--- src/design/pwsl_map.svh ---
`ifndef PWSL_MAP_SVH
`define PWSL_MAP_SVH

// register byte offsets
`define PWSL_LOADING_CONTROL_WORD 8'h00
`define PWSL_COUNTER_CONTROL_WORD 8'h04
`define PWSL_COUNTER_RUN_WORD 8'h08
`define PWSL_LOAD_WINDOW_WORD 8'h0c
`define PWSL_SEL 8'h10
`define PWSL_PERIOD 8'h14
`define PWSL_COMPARE 8'h18
`define PWSL_FT_COMPARE 8'h1c
`define PWSL_ACTION_A 8'h20
`define PWSL_ACTION_B 8'h24
`define PWSL_STATUS 8'h28
`define PWSL_PERIOD_WORKING_BUFFER_RD 8'h2c
`define PWSL_CBUF_RD 8'h30
`define PWSL_CNT_RD 8'h34

// field positions
`define PWSL_CTRLD_LSB 0
`define PWSL_WINLD_LSB 8
`define PWSL_IMMLD_LSB 16
`define PWSL_CNTMODE_LSB 16
`define PWSL_CNTTYPE_LSB 0
`define PWSL_OUTMODE_LSB 24

// reset values
`define PWSL_RST_WORD 32'h0000_0000
`define PWSL_RST_VAL16 16'h0000

// timing counts
`define PWSL_CNT_MAX 16'hffff
`define PWSL_ACK_CYCLES 1

`endif

--- src/design/pwsl_pkg.sv ---
package pwsl_pkg;
    typedef enum logic [1:0] {
        PWSL_UP,
        PWSL_DOWN,
        PWSL_UPDOWN,
        PWSL_RSVD
    } pwsl_cnt_type_t;

    typedef enum logic [1:0] {
        PWSL_ACT_NONE,
        PWSL_ACT_LOW,
        PWSL_ACT_HIGH,
        PWSL_ACT_TOGGLE
    } pwsl_action_t;

    typedef enum logic [1:0] {
        PWSL_BUS_IDLE,
        PWSL_BUS_ACK
    } pwsl_bus_state_t;
endpackage

--- src/design/pwsl_channel.sv ---
`include "pwsl_map.svh"

module pwsl_channel (
    // clock and reset
    input wire logic i_clk,
    input wire logic i_rst_b,
    // control
    input wire logic i_tick,
    input wire logic i_run,
    input wire logic i_one_shot,
    input wire logic i_imm,
    input wire logic i_win,
    input wire logic i_ctr,
    input wire logic i_open_window,
    input wire pwsl_pkg::pwsl_cnt_type_t i_type,
    // software writes
    input wire logic i_wr_period,
    input wire logic i_wr_compare,
    input wire logic i_wr_ft,
    input wire logic [15:0] i_wdata,
    // state out
    output logic [15:0] o_counter_value,
    output logic o_dir_up,
    output logic [15:0] o_period_buf,
    output logic [15:0] o_compare_buf,
    output logic [15:0] o_ft_buf,
    output logic o_window_open,
    output logic o_running
);
    logic [15:0] period_value;
    logic [15:0] compare_value;
    logic [15:0] ft_value;
    logic shot_pending;
    logic period_end;
    logic center_pt;

    always_comb begin
        period_end = 1'b0;
        center_pt = 1'b0;
        if (i_tick && o_running) begin
            case (i_type)
                pwsl_pkg::PWSL_UP: period_end = (o_counter_value == o_period_buf);
                pwsl_pkg::PWSL_DOWN: period_end = (o_counter_value == 16'h0000);
                pwsl_pkg::PWSL_UPDOWN: begin
                    period_end = !o_dir_up && (o_counter_value == 16'h0001 || o_period_buf == 16'h0000);
                    center_pt = o_dir_up && (o_counter_value == o_period_buf);
                end
                default: period_end = 1'b0;
            endcase
        end
    end

    // software-side values
    always_ff @(posedge i_clk) begin
        if (!i_rst_b) begin
            period_value <= `PWSL_RST_VAL16;
            compare_value <= `PWSL_RST_VAL16;
            ft_value <= `PWSL_RST_VAL16;
        end else begin
            if (i_wr_period) period_value <= i_wdata;
            if (i_wr_compare) compare_value <= i_wdata;
            if (i_wr_ft) ft_value <= i_wdata;
        end
    end

    // working buffers
    always_ff @(posedge i_clk) begin
        if (!i_rst_b) begin
            o_period_buf <= `PWSL_RST_VAL16;
            o_compare_buf <= `PWSL_RST_VAL16;
            o_ft_buf <= `PWSL_RST_VAL16;
        end else if (i_imm) begin
            if (i_wr_period) o_period_buf <= i_wdata;
            if (i_wr_compare) o_compare_buf <= i_wdata;
            if (i_wr_ft) o_ft_buf <= i_wdata;
        end else begin
            if (period_end) o_period_buf <= period_value;
            if ((period_end && !(i_ctr && i_type == pwsl_pkg::PWSL_UPDOWN) && (!i_win || o_window_open)) ||
                (center_pt && i_ctr && (!i_win || o_window_open))) begin
                o_compare_buf <= compare_value;
                o_ft_buf <= ft_value;
            end
        end
    end

    // load window
    always_ff @(posedge i_clk) begin
        if (!i_rst_b) begin
            o_window_open <= 1'b0;
        end else if (i_open_window) begin
            o_window_open <= 1'b1;
        end else if (period_end) begin
            o_window_open <= 1'b0;
        end
    end

    // one-shot trigger
    always_ff @(posedge i_clk) begin
        if (!i_rst_b || !i_one_shot) begin
            shot_pending <= 1'b0;
        end else if (i_wr_compare && !period_end && !(i_run && !o_running)) begin
            // only a write that cannot start a shot at once queues one more
            shot_pending <= 1'b1;
        end else if (period_end || (i_run && !o_running)) begin
            shot_pending <= 1'b0;
        end
    end

    always_ff @(posedge i_clk) begin
        if (!i_rst_b || !i_run) begin
            o_running <= 1'b0;
        end else if (!i_one_shot) begin
            o_running <= 1'b1;
        end else if (!o_running) begin
            o_running <= shot_pending || i_wr_compare;
        end else if (period_end) begin
            o_running <= shot_pending || i_wr_compare;
        end
    end

    // counter
    always_ff @(posedge i_clk) begin
        if (!i_rst_b || !i_run) begin
            o_counter_value <= `PWSL_RST_VAL16;
            o_dir_up <= 1'b1;
        end else if (!o_running || o_period_buf == 16'h0000) begin
            o_counter_value <= `PWSL_RST_VAL16;
            o_dir_up <= 1'b1;
        end else if (i_tick) begin
            case (i_type)
                pwsl_pkg::PWSL_UP: begin
                    // above the period the count runs on to the top and wraps
                    o_counter_value <= period_end ? 16'h0000 : o_counter_value + 16'h0001;
                end
                pwsl_pkg::PWSL_DOWN: begin
                    o_counter_value <= period_end ? (i_imm ? o_period_buf : period_value) : o_counter_value - 16'h0001;
                end
                pwsl_pkg::PWSL_UPDOWN: begin
                    if (o_dir_up && o_counter_value >= o_period_buf) begin
                        o_dir_up <= 1'b0;
                        o_counter_value <= o_counter_value - 16'h0001;
                    end else if (!o_dir_up && o_counter_value == 16'h0000) begin
                        o_dir_up <= 1'b1;
                        o_counter_value <= 16'h0001;
                    end else if (o_dir_up) begin
                        o_counter_value <= o_counter_value + 16'h0001;
                    end else begin
                        o_counter_value <= o_counter_value - 16'h0001;
                    end
                end
                default: o_counter_value <= o_counter_value;
            endcase
        end
    end
endmodule

--- src/design/pwsl_top.sv ---
`include "pwsl_map.svh"

module pwsl_top (
    // clock and reset
    input wire logic i_clk,
    input wire logic i_rst_b,
    // prescaled counter clock enable
    input wire logic [5:0] i_tick,
    // avalon-mm slave
    input wire logic [7:0] i_address,
    input wire logic i_read,
    input wire logic i_write,
    input wire logic [31:0] i_writedata,
    input wire logic [3:0] i_byteenable,
    output logic [31:0] o_readdata,
    output logic o_waitrequest,
    // to downstream stages
    output logic [5:0] o_waveform,
    output logic [15:0] o_counter_value [6],
    output logic [5:0] o_dir_up
);
    logic [31:0] loading_control_word;
    logic [31:0] counter_control_word;
    logic [5:0] counter_run_word;
    logic [2:0] sel;
    logic [11:0] waveform_action_ctrl_a [6];
    logic [11:0] waveform_action_ctrl_b [6];
    logic [5:0] window_open;
    logic [5:0] running;
    logic [15:0] period_buf [6];
    logic [15:0] compare_buf [6];
    logic [15:0] ft_buf [3];
    logic [1:0] cnt_type [6];
    logic [2:0] out_mode;
    logic ack;
    logic [31:0] wmask;
    logic [31:0] next_readdata;
    logic wr_cyc;
    logic rd_cyc;

    assign wmask = {{8{i_byteenable[3]}}, {8{i_byteenable[2]}}, {8{i_byteenable[1]}}, {8{i_byteenable[0]}}};
    assign wr_cyc = i_write && !ack;
    assign rd_cyc = i_read && !ack;
    assign o_waitrequest = (i_read || i_write) && !ack;
    assign out_mode = counter_control_word[`PWSL_OUTMODE_LSB +: 3];

    // bus handshake: one wait cycle per access
    always_ff @(posedge i_clk) begin
        if (!i_rst_b) begin
            ack <= 1'b0;
        end else begin
            ack <= (i_read || i_write) && !ack;
        end
    end

    // control registers
    always_ff @(posedge i_clk) begin
        if (!i_rst_b) begin
            loading_control_word <= `PWSL_RST_WORD;
            counter_control_word <= `PWSL_RST_WORD;
            counter_run_word <= 6'h00;
            sel <= 3'h0;
        end else if (wr_cyc) begin
            case (i_address)
                `PWSL_LOADING_CONTROL_WORD:
                    loading_control_word <= (loading_control_word & ~wmask) | (i_writedata & wmask & 32'h003f_3f3f);
                `PWSL_COUNTER_CONTROL_WORD:
                    counter_control_word <= (counter_control_word & ~wmask) | (i_writedata & wmask & 32'h073f_0fff);
                `PWSL_COUNTER_RUN_WORD: if (i_byteenable[0]) counter_run_word <= i_writedata[5:0];
                `PWSL_SEL: if (i_byteenable[0]) sel <= (i_writedata[2:0] > 3'h5) ? 3'h5 : i_writedata[2:0];
                default: sel <= sel;
            endcase
        end
    end

    // read mux
    always_comb begin
        next_readdata = 32'h0000_0000;
        case (i_address)
            `PWSL_LOADING_CONTROL_WORD: next_readdata = loading_control_word;
            `PWSL_COUNTER_CONTROL_WORD: next_readdata = counter_control_word;
            `PWSL_COUNTER_RUN_WORD: next_readdata = {26'h0, counter_run_word};
            `PWSL_LOAD_WINDOW_WORD: next_readdata = {26'h0, window_open};
            `PWSL_SEL: next_readdata = {29'h0, sel};
            `PWSL_ACTION_A: next_readdata = {20'h0, waveform_action_ctrl_a[sel]};
            `PWSL_ACTION_B: next_readdata = {20'h0, waveform_action_ctrl_b[sel]};
            `PWSL_STATUS: next_readdata = {10'h0, o_dir_up, 10'h0, running};
            `PWSL_PERIOD_WORKING_BUFFER_RD: next_readdata = {16'h0, period_buf[sel]};
            `PWSL_CBUF_RD: next_readdata = {16'h0, compare_buf[sel]};
            `PWSL_FT_COMPARE: next_readdata = {16'h0, ft_buf[sel[2:1]]};
            `PWSL_CNT_RD: next_readdata = {15'h0, o_dir_up[sel], o_counter_value[sel]};
            default: next_readdata = 32'h0000_0000;
        endcase
    end

    always_ff @(posedge i_clk) begin
        if (!i_rst_b) begin
            o_readdata <= `PWSL_RST_WORD;
        end else if (rd_cyc) begin
            o_readdata <= next_readdata;
        end
    end

    genvar g;
    generate
        for (g = 0; g < 6; g = g + 1) begin : g_ch
            logic is_sel;
            logic [15:0] cmp_cnt;
            logic cmp_up;
            logic [15:0] ft_unused;
            logic ev_zero;
            logic ev_period;
            logic ev_own_u;
            logic ev_own_d;
            logic ev_mate_u;
            logic ev_mate_d;
            logic [1:0] act;
            logic ph_up;
            pwsl_pkg::pwsl_cnt_type_t ctype;

            assign is_sel = (sel == 3'(g));
            assign cnt_type[g] = counter_control_word[2 * g +: 2];
            assign ctype = pwsl_pkg::pwsl_cnt_type_t'(cnt_type[g]);

            always_ff @(posedge i_clk) begin
                if (!i_rst_b) begin
                    waveform_action_ctrl_a[g] <= 12'h000;
                    waveform_action_ctrl_b[g] <= 12'h000;
                end else if (wr_cyc && is_sel && i_address == `PWSL_ACTION_A) begin
                    waveform_action_ctrl_a[g] <= i_writedata[11:0];
                end else if (wr_cyc && is_sel && i_address == `PWSL_ACTION_B) begin
                    waveform_action_ctrl_b[g] <= i_writedata[11:0];
                end
            end

            pwsl_channel u_ch (
                .i_clk(i_clk),
                .i_rst_b(i_rst_b),
                .i_tick(i_tick[g]),
                .i_run(counter_run_word[g]),
                .i_one_shot(counter_control_word[`PWSL_CNTMODE_LSB + g]),
                .i_imm(loading_control_word[`PWSL_IMMLD_LSB + g]),
                .i_win(loading_control_word[`PWSL_WINLD_LSB + g]),
                .i_ctr(loading_control_word[`PWSL_CTRLD_LSB + g]),
                .i_open_window(wr_cyc && i_address == `PWSL_LOAD_WINDOW_WORD && i_writedata[g]),
                .i_type(ctype),
                .i_wr_period(wr_cyc && is_sel && i_address == `PWSL_PERIOD),
                .i_wr_compare(wr_cyc && is_sel && i_address == `PWSL_COMPARE),
                .i_wr_ft(wr_cyc && is_sel && i_address == `PWSL_FT_COMPARE && g % 2 == 0),
                .i_wdata(i_writedata[15:0]),
                .o_counter_value(o_counter_value[g]),
                .o_dir_up(o_dir_up[g]),
                .o_period_buf(period_buf[g]),
                .o_compare_buf(compare_buf[g]),
                .o_ft_buf(ft_unused),
                .o_window_open(window_open[g]),
                .o_running(running[g])
            );
            if (g % 2 == 0) begin : g_ft
                assign ft_buf[g / 2] = ft_unused;
            end

            // complementary pair: odd channel follows even counter
            assign cmp_cnt = (out_mode[g / 2] && g % 2 == 1) ? o_counter_value[g - 1] : o_counter_value[g];
            assign cmp_up = (out_mode[g / 2] && g % 2 == 1) ? o_dir_up[g - 1] : o_dir_up[g];

            always_comb begin
                ev_zero = i_tick[g] && running[g] && (cmp_cnt == 16'h0000);
                ev_period = i_tick[g] && running[g] && (cmp_cnt == period_buf[g]);
                ev_own_u = i_tick[g] && running[g] && cmp_up && (cmp_cnt == compare_buf[g]);
                ev_own_d = i_tick[g] && running[g] && !cmp_up && (cmp_cnt == compare_buf[g]);
                ev_mate_u = 1'b0;
                ev_mate_d = 1'b0;
                if (out_mode[g / 2]) begin
                    ev_mate_u = i_tick[g] && running[g] && cmp_up && (cmp_cnt == compare_buf[g ^ 1]);
                    ev_mate_d = i_tick[g] && running[g] && !cmp_up && (cmp_cnt == compare_buf[g ^ 1]);
                end
                // ctrl a: zero[1:0] period[3:2] own up[5:4] own down[7:6]
                // ctrl b: mate up[5:4] mate down[7:6]
                // zero tick ranks with the up phase, period tick with the down phase
                ph_up = (cmp_cnt == 16'h0000) || (cmp_up && cmp_cnt != period_buf[g]);
                act = 2'h0;
                case (ctype)
                    pwsl_pkg::PWSL_UP: begin
                        if (ev_period) act = waveform_action_ctrl_a[g][3:2];
                        else if (g % 2 == 1 ? ev_own_u : ev_mate_u) act = g % 2 == 1 ?
                            waveform_action_ctrl_a[g][5:4] : waveform_action_ctrl_b[g][5:4];
                        else if (g % 2 == 1 ? ev_mate_u : ev_own_u) act = g % 2 == 1 ?
                            waveform_action_ctrl_b[g][5:4] : waveform_action_ctrl_a[g][5:4];
                        else if (ev_zero) act = waveform_action_ctrl_a[g][1:0];
                    end
                    pwsl_pkg::PWSL_DOWN: begin
                        if (ev_zero) act = waveform_action_ctrl_a[g][1:0];
                        else if (g % 2 == 1 ? ev_own_d : ev_mate_d) act = g % 2 == 1 ?
                            waveform_action_ctrl_a[g][7:6] : waveform_action_ctrl_b[g][7:6];
                        else if (g % 2 == 1 ? ev_mate_d : ev_own_d) act = g % 2 == 1 ?
                            waveform_action_ctrl_b[g][7:6] : waveform_action_ctrl_a[g][7:6];
                        else if (ev_period) act = waveform_action_ctrl_a[g][3:2];
                    end
                    pwsl_pkg::PWSL_UPDOWN: begin
                        if (ph_up) begin
                            if (g % 2 == 1 ? ev_own_u : ev_mate_u) act = g % 2 == 1 ?
                                waveform_action_ctrl_a[g][5:4] : waveform_action_ctrl_b[g][5:4];
                            else if (g % 2 == 1 ? ev_mate_u : ev_own_u) act = g % 2 == 1 ?
                                waveform_action_ctrl_b[g][5:4] : waveform_action_ctrl_a[g][5:4];
                            else if (ev_zero) act = waveform_action_ctrl_a[g][1:0];
                            else if (g % 2 == 1 ? ev_own_d : ev_mate_d) act = g % 2 == 1 ?
                                waveform_action_ctrl_a[g][7:6] : waveform_action_ctrl_b[g][7:6];
                            else if (g % 2 == 1 ? ev_mate_d : ev_own_d) act = g % 2 == 1 ?
                                waveform_action_ctrl_b[g][7:6] : waveform_action_ctrl_a[g][7:6];
                        end else begin
                            if (g % 2 == 1 ? ev_own_d : ev_mate_d) act = g % 2 == 1 ?
                                waveform_action_ctrl_a[g][7:6] : waveform_action_ctrl_b[g][7:6];
                            else if (g % 2 == 1 ? ev_mate_d : ev_own_d) act = g % 2 == 1 ?
                                waveform_action_ctrl_b[g][7:6] : waveform_action_ctrl_a[g][7:6];
                            else if (ev_period) act = waveform_action_ctrl_a[g][3:2];
                            else if (g % 2 == 1 ? ev_own_u : ev_mate_u) act = g % 2 == 1 ?
                                waveform_action_ctrl_a[g][5:4] : waveform_action_ctrl_b[g][5:4];
                            else if (g % 2 == 1 ? ev_mate_u : ev_own_u) act = g % 2 == 1 ?
                                waveform_action_ctrl_b[g][5:4] : waveform_action_ctrl_a[g][5:4];
                        end
                    end
                    default: act = 2'h0;
                endcase
            end

            always_ff @(posedge i_clk) begin
                if (!i_rst_b) begin
                    o_waveform[g] <= 1'b0;
                end else begin
                    case (pwsl_pkg::pwsl_action_t'(act))
                        pwsl_pkg::PWSL_ACT_LOW: o_waveform[g] <= 1'b0;
                        pwsl_pkg::PWSL_ACT_HIGH: o_waveform[g] <= 1'b1;
                        pwsl_pkg::PWSL_ACT_TOGGLE: o_waveform[g] <= !o_waveform[g];
                        default: o_waveform[g] <= o_waveform[g];
                    endcase
                end
            end
        end
    endgenerate
endmodule

--- config.mk ---
export PLATFORM = sky130hd
export DESIGN_NAME = pwsl_top
export DESIGN_NICKNAME = d
export VERILOG_FILES = /design/src/design/pwsl_pkg.sv /design/src/design/pwsl_channel.sv /design/src/design/pwsl_top.sv
export VERILOG_INCLUDE_DIRS = /design/src /design/src/design
export SDC_FILE = /design/constraint.sdc
export NUM_CORES = 2
export LEC_CHECK = 0
export CAP_MARGIN = 20
export CORE_MARGIN = 2
export CORE_UTILIZATION = 45
export CTS_CLUSTER_DIAMETER = 100
export DETAILED_ROUTE_END_ITERATION = 16
export DONT_BUFFER_PORTS = 1
export GPL_ROUTABILITY_DRIVEN = 0
export PLACE_DENSITY = 0.68
export SKIP_LAST_GASP = 1
export SLEW_MARGIN = 20
export SYNTH_ARGS = -nofsm -noshare
export SYNTH_HDL_FRONTEND = slang
export SYNTH_SLANG_ARGS = --single-unit
--- constraint.sdc ---
create_clock -name i_clk -period 7.35 [get_ports i_clk]
set_clock_uncertainty 0.15 [all_clocks]
set_input_delay 1.1025 -clock i_clk [delete_from_list [all_inputs] [get_ports i_clk]]
set_output_delay 1.1025 -clock i_clk [all_outputs]
set_load 0.02 [all_outputs]
# After elaboration in Yosys (flattened, before gate mapping)

Memory sizes are Yosys's and may differ from the RTL's. A register that Yosys moved wholly into a read port is not among the register bits.
Index checks and enable logic that the tools add are counted.

Flip-flop bits (word level): 712
RAM bits: 144
Input bits: 54
Output and inout bits: 141
Word-level logic and storage cells: 987
Memories: 2

Memory list:

| memory                 | depth | bits a word | read ports | clocked after Yosys merged registers in | wr ports | RTL line       | text |
|---|---|---|---|---|---|---|---|
| waveform_action_ctrl_a | 6     | 12          | 7          | 1                                       | 6        | pwsl_top.sv:26 | `logic [11:0] waveform_action_ctrl_a [6];` |
| waveform_action_ctrl_b | 6     | 12          | 7          | 1                                       | 6        | pwsl_top.sv:27 | `logic [11:0] waveform_action_ctrl_b [6];` |

$add $sub $neg: 12
Order comparisons: 10
Eq/ne operators: 96
Multiplexer cells: 384
Bitwise logic cells: 20
Reduce and logical (&&, ||, !) cells: 391

Operator list:

| cell                  | count |
|---|---|
| $mux 16               | 92 |
| $pmux 32 s12          | 1 |
| $eq 16x16->1          | 21 |
| $pmux 16 s3           | 6 |
| $logic_not 16->1      | 15 |
| $mux 2                | 114 |
| $logic_and 1x1->1     | 175 |
| $bmux 16 s3           | 3 |
| $mux 12               | 12 |
| $mux 1                | 131 |
| $add 16x1->16 const B | 6 |
| $eq 16x1->1 const B   | 6 |
| $ge 16x16->1          | 6 |
| $ne 16x16->1          | 6 |
| $sub 16x1->16 const B | 6 |
| $and 32x32->32        | 2 |
| $reduce_bool 2->1     | 30 |
| $logic_not 1->1       | 59 |
| $logic_or 1x1->1      | 55 |
| $eq 8x6->1 const B    | 6 |
| $reduce_and 2->1      | 23 |
| $eq 2x2->1 const B    | 18 |
| $pmux 1 s3            | 12 |
| $pmux 2 s3            | 6 |
| other kinds (28)      | 102 |

# Longest topological paths before layout

Depth after elaboration: 14
Depth in mapped cells: 15
Mapped depth without buffers: 11

# Hierarchy

Synthesis repeated with hierarchy kept, for this count alone.

Cells, all modules: 7034
Area, all modules: 62067.0 µm²

By module, submodules not included:

| module                           | times used | cells an instance | area each (µm²) |
|---|---|---|---|
| pwsl_channel at g_ch[0].u_ch ... | 4          | 810               | 6994.2 |
| pwsl_top                         | 1          | 2200              | 20116.8 |
| pwsl_channel at g_ch[4].u_ch ... | 2          | 797               | 6986.7 |

# Worst setup path before layout

No wires, ideal clock.

Path type: in2reg
From: input i_address[1]
To: memory waveform_action_ctrl_a[2][0] (enable)
Library setup time: 0.398 ns
Arrival: 3.279 ns
Setup slack: 3.524 ns
Stages on the path: 5
Path buffers: 2
Cells stage by stage: or4_1 > or2_2 > clkbuf_1 > clkbuf_1 > o21ai_0

RTL lines:

| what        | RTL line       | text |
|---|---|---|
| from (decl) | pwsl_top.sv:10 | `input wire logic [7:0] i_address,` |
| to (decl)   | pwsl_top.sv:26 |  |

# Final worst setup path

From: register g_ch[5].u_ch.o_counter_value[9]
To: register g_ch[5].u_ch.o_compare_buf[15]

Cells in the longest elaborated chain, start to end: 10
Elaborated cells between the ends (all ways): 17

Ends and longest elaborated chain:

| what                           | RTL line            | text |
|---|---|---|
| from (decl)                    | pwsl_channel.sv:22  | `output logic [15:0] o_counter_value,` |
| from (signal assigned)         | pwsl_channel.sv:124 | `` o_counter_value <= `PWSL_RST_VAL16; `` |
| from (signal assigned)         | pwsl_channel.sv:127 | `` o_counter_value <= `PWSL_RST_VAL16; `` |
| from (signal assigned)         | pwsl_channel.sv:133 | `o_counter_value <= period_end ? 16'h0000 : o_counter_value + 16'h0001;` |
| $eq 16x1->1                    | pwsl_channel.sv:45  | `period_end = !o_dir_up && (o_counter_value == 16'h0001 \|\| o_period_buf == 16'h0000);` |
| $logic_or 1x1->1               | pwsl_channel.sv:45  |  |
| $logic_and 1x1->1              | pwsl_channel.sv:45  |  |
| $pmux 1 s3                     | pwsl_channel.sv:41  | `case (i_type)` |
| $mux 1                         | pwsl_channel.sv:40  | `if (i_tick && o_running) begin` |
| $logic_and 1x1->1 (2 in a row) | pwsl_channel.sv:78  | `if ((period_end && !(i_ctr && i_type == pwsl_pkg::PWSL_UPDOWN) && (!i_win \|\| o_window_open)) \|\|` |
| $logic_or 1x1->1 *             | pwsl_channel.sv:78  |  |
| $reduce_bool 2->1 (no line) *  | n/a                 |  |
| $reduce_and 2->1 (no line) *   | n/a                 |  |
| to (signal assigned)           | pwsl_channel.sv:70  | `` o_compare_buf <= `PWSL_RST_VAL16; `` |
| to (signal assigned)           | pwsl_channel.sv:74  | `if (i_wr_compare) o_compare_buf <= i_wdata;` |
| to (signal assigned)           | pwsl_channel.sv:80  | `o_compare_buf <= compare_value;` |
| to (decl)                      | pwsl_channel.sv:25  | `output logic [15:0] o_compare_buf,` |

Mark *: on every way between the ends. The rest lies on a longest branch, timed or not.
A chain may end at the register's enable or synchronous reset.

==> results.sh <==
export IMPL_critPathBufInv=1
export IMPL_io_pin_count=195
export IMPL_wire_per_inst_um=27.4
export IMPL_synthFlopType="dfxtp_1"
export IMPL_dpl_instance_area_um2=55400
export IMPL_critPathLaunchType="register"
export IMPL_drtIter0Drc=8432
export IMPL_min_path_type="register to register"
export IMPL_worst_setup_path_type="register to register"
export IMPL_grt_max_degree=161
export IMPL_portBuffers=0
export IMPL_avgViaCountPerCell=6.61
export IMPL_max_freq_ghz=0.220
export IMPL_num_rows=127
export IMPL_htree_num_levels=3
export IMPL_cp_end_kind="register"
export IMPL_nets=6518
export IMPL_setup_violations=0
export IMPL_synth_edf_count=144
export IMPL_setup_tns_final_ns=0
export IMPL_synth_top_cells_by_count="nand2_1 (881), dfxtp_1 (715), a21oi_1 (588)"
export IMPL_arrival_ns=4.99
export IMPL_hold_buffers=0
export IMPL_rsz0062_at_grt="no"
export IMPL_min_period_ns=4.54
export IMPL_yosys_area_top_type="dfxtp_1"
export IMPL_worst_pin_slew_ns=1.15
export IMPL_status="complete, no violations"
export IMPL_min_period_over_period=0.617
export IMPL_numCtsBuffers=95
export IMPL_synth_area_leaders="dfxtp_1 (26%), edfxtp_1 (7.9%), mux2i_1 (6.8%), nand2_1 (6.1%), a21oi_1 (5.4%)"
export IMPL_post_cts_resized=0
export IMPL_dp_hpwl_mm=150
export IMPL_yosys_warnings=0
export IMPL_antenna_found_initial=15
export IMPL_chipWidth_um=352
export IMPL_synth_seq_cells=859
export IMPL_cts_setup_buffers=0
export IMPL_dp_cells=7839
export IMPL_syn_avg_cell_area_um2=8.17
export IMPL_cap_violations=0
export IMPL_drc=0
export IMPL_synth_cell_types=99
export IMPL_clock_sinks=859
export IMPL_gr_usage_all_layers=0.338
export IMPL_power_leakage_nw=21.0
export IMPL_clockRootBuffer="clkbuf_16"
export IMPL_syn_area_um2=54600
export IMPL_fp_dieArea_um2=124000
export IMPL_p_per_area_nw_per_um2=174
export IMPL_synth_fp_nets=6869
export IMPL_clk_pin_slew_ns=0.07
export IMPL_final_antenna_net_count=0
export IMPL_grt_pass1_vias=48300
export IMPL_required_ns=7.80
export IMPL_drive_above_1_share=0.0771
export IMPL_final_cell_area_um2=58800
export IMPL_fin_cells=8024
export IMPL_drt_wl_total_mm=220
export IMPL_synth_most_common_cell="nand2_1"
export IMPL_async_reset_ff_frac=0
export IMPL_fin_util=0.490
export IMPL_cts_tree="yes"
export IMPL_cp_top_family="simple AND/OR/NAND/NOR gates"
export IMPL_synth_cells=6677
export IMPL_first_pass_iters=7
export IMPL_max_vdd_ir_drop_mv=0.213
export IMPL_insertion_delay_ns=0.72
export IMPL_cp_slowest_stage_delay_ns=0.85
export IMPL_maxSlewHeadroom=0.229
export IMPL_path_cells="ha_1 > nand4_1 > nor4_1 > and3_1 > a221o_1 > and2_1 > a21oi_1 > o41ai_4 > buf_4 > nor2_1 > a211oi_1"
export IMPL_maxSlewViolCount=0
export IMPL_gr_total_overflow=0
export IMPL_grt_pass1_wl_mm=320
export IMPL_core_area_um2=120000
export IMPL_initial_core_util=0.454
export IMPL_synth_top_area_share=0.262
export IMPL_critPathMaxFanout=32
export IMPL_clock_tree_buffer_depth=3
export IMPL_vias=53000
export IMPL_dieHeight_um=352
export IMPL_power_mw=10.3
export IMPL_area_delta_synth_final_pct=7.81
export IMPL_final_hold_viol_count=0
export IMPL_ys_seq_area_frac=0.341
export IMPL_crit_path_top_delay_cell="dfxtp_1"
## where the power goes
| group | internal [mW] | switching, mW | total (mW) |
|---|---|---|---|
| combinational | 0.0477 | 0.145 | 0.193 |
| sequential | 4.81 | 0.0536 | 4.87 |
| clock | 3.00 | 2.20 | 5.19 |
| total | 7.86 | 2.39 | 10.3 |
## cells in the final DEF (no fill, tap or decap), drive strengths merged, types with 144 or more instances in the layout
master and count:
and2 179, inv 252, a211oi 236, dfxtp 715, edfxtp 144, mux2i 373, xnor2 252, nand3 148
nor2 466, a21oi 591, nand2 882, o21ai 214
## tightest hold or removal path, cell delays in order, from the launching register on
cell	delay, ns
dfxtp_1	0.30
nand2_1	0.05
a21oi_1	0.05
## state kept, by name, indices dropped and copies added, names as in the netlist, named ones only
signal	flops
sel	3
g_ch.u_ch.period_value	96
g_ch.u_ch.o_counter_value	96
counter_run_word	6
waveform_action_ctrl_a	72
g_ch.u_ch.ft_value	48
g_ch.u_ch.o_window_open	6
o_waveform	6
waveform_action_ctrl_b	72
g_ch.u_ch.o_ft_buf	48
loading_control_word	14
g_ch.u_ch.o_running	6
ack	1
counter_control_word	11
o_readdata	32
g_ch.u_ch.o_period_buf	96
g_ch.u_ch.shot_pending	6
g_ch.u_ch.o_dir_up	6
g_ch.u_ch.compare_value	96
g_ch.u_ch.o_compare_buf	96
## cell type report
cell class / count / area, um^2
Timing Repair Buffer: 128 / 993
Tap cell: 1612 / 2020
Multi-Input combinational cell: 4994 / 32800
Sequential cell: 859 / 18700
Fill cell: 11400 / 61300
Clock buffer: 125 / 2690
Inverter: 248 / 938
Antenna cell: 6 / 15.0
Clock inverter: 52 / 678
## path summary, 6_finish.rpt
kind                                                      start                              to  slack [ns]  depth (start not counted)
worst min register to register     g_ch[2].u_ch.period_value[5]    g_ch[2].u_ch.period_value[5]        0.30                          2
worst max-delay path            g_ch[5].u_ch.o_counter_value[9]  g_ch[5].u_ch.o_compare_buf[15]        2.81                         11
worst max register to register  g_ch[5].u_ch.o_counter_value[9]  g_ch[5].u_ch.o_compare_buf[15]        2.81                         11
worst min-delay path               g_ch[2].u_ch.period_value[5]    g_ch[2].u_ch.period_value[5]        0.30                          2
## through the flow
stage | hold slack [ns] | worst slack [ns]
floorplan | 0.280 | 3.52
global placement | 0.287 | 2.80
detailed placement | 0.292 | 2.72
CTS | 0.300 | 2.91
global route | 0.316 | 2.50
finish | 0.298 | 2.81
## metal layers
| layer | global-route usage | vias up | wire (um) | part of all wire |
|---|---|---|---|---|
| met4 | 0.207 | 18 | 15900 | 0.072 |
| met5 | 0.00423 | - | 194 | 0.00088 |
| met3 | 0.123 | 890 | 33200 | 0.15 |
| met1 | 0.433 | 25200 | 81300 | 0.37 |
| met2 | 0.482 | 3773 | 89600 | 0.41 |
| li1 | - | 23200 | - | - |
## logic make-up (layout without fill, tap and decap cells)
kind of cell	Yosys count	after routing	synth area share
adder cells (fa/ha/maj)	138	138	0.0316
XOR/XNOR	359	359	0.0576
flip-flops	859	859	0.341
multiplexers	478	478	0.105
other	0	6	0
buffers and inverters	824	553	0.0597
AND/OR/NAND/NOR	2384	2384	0.209
AO/OA/AOI/OAI	1635	1635	0.196
Note: power is estimated with default switching activity, not from simulation.
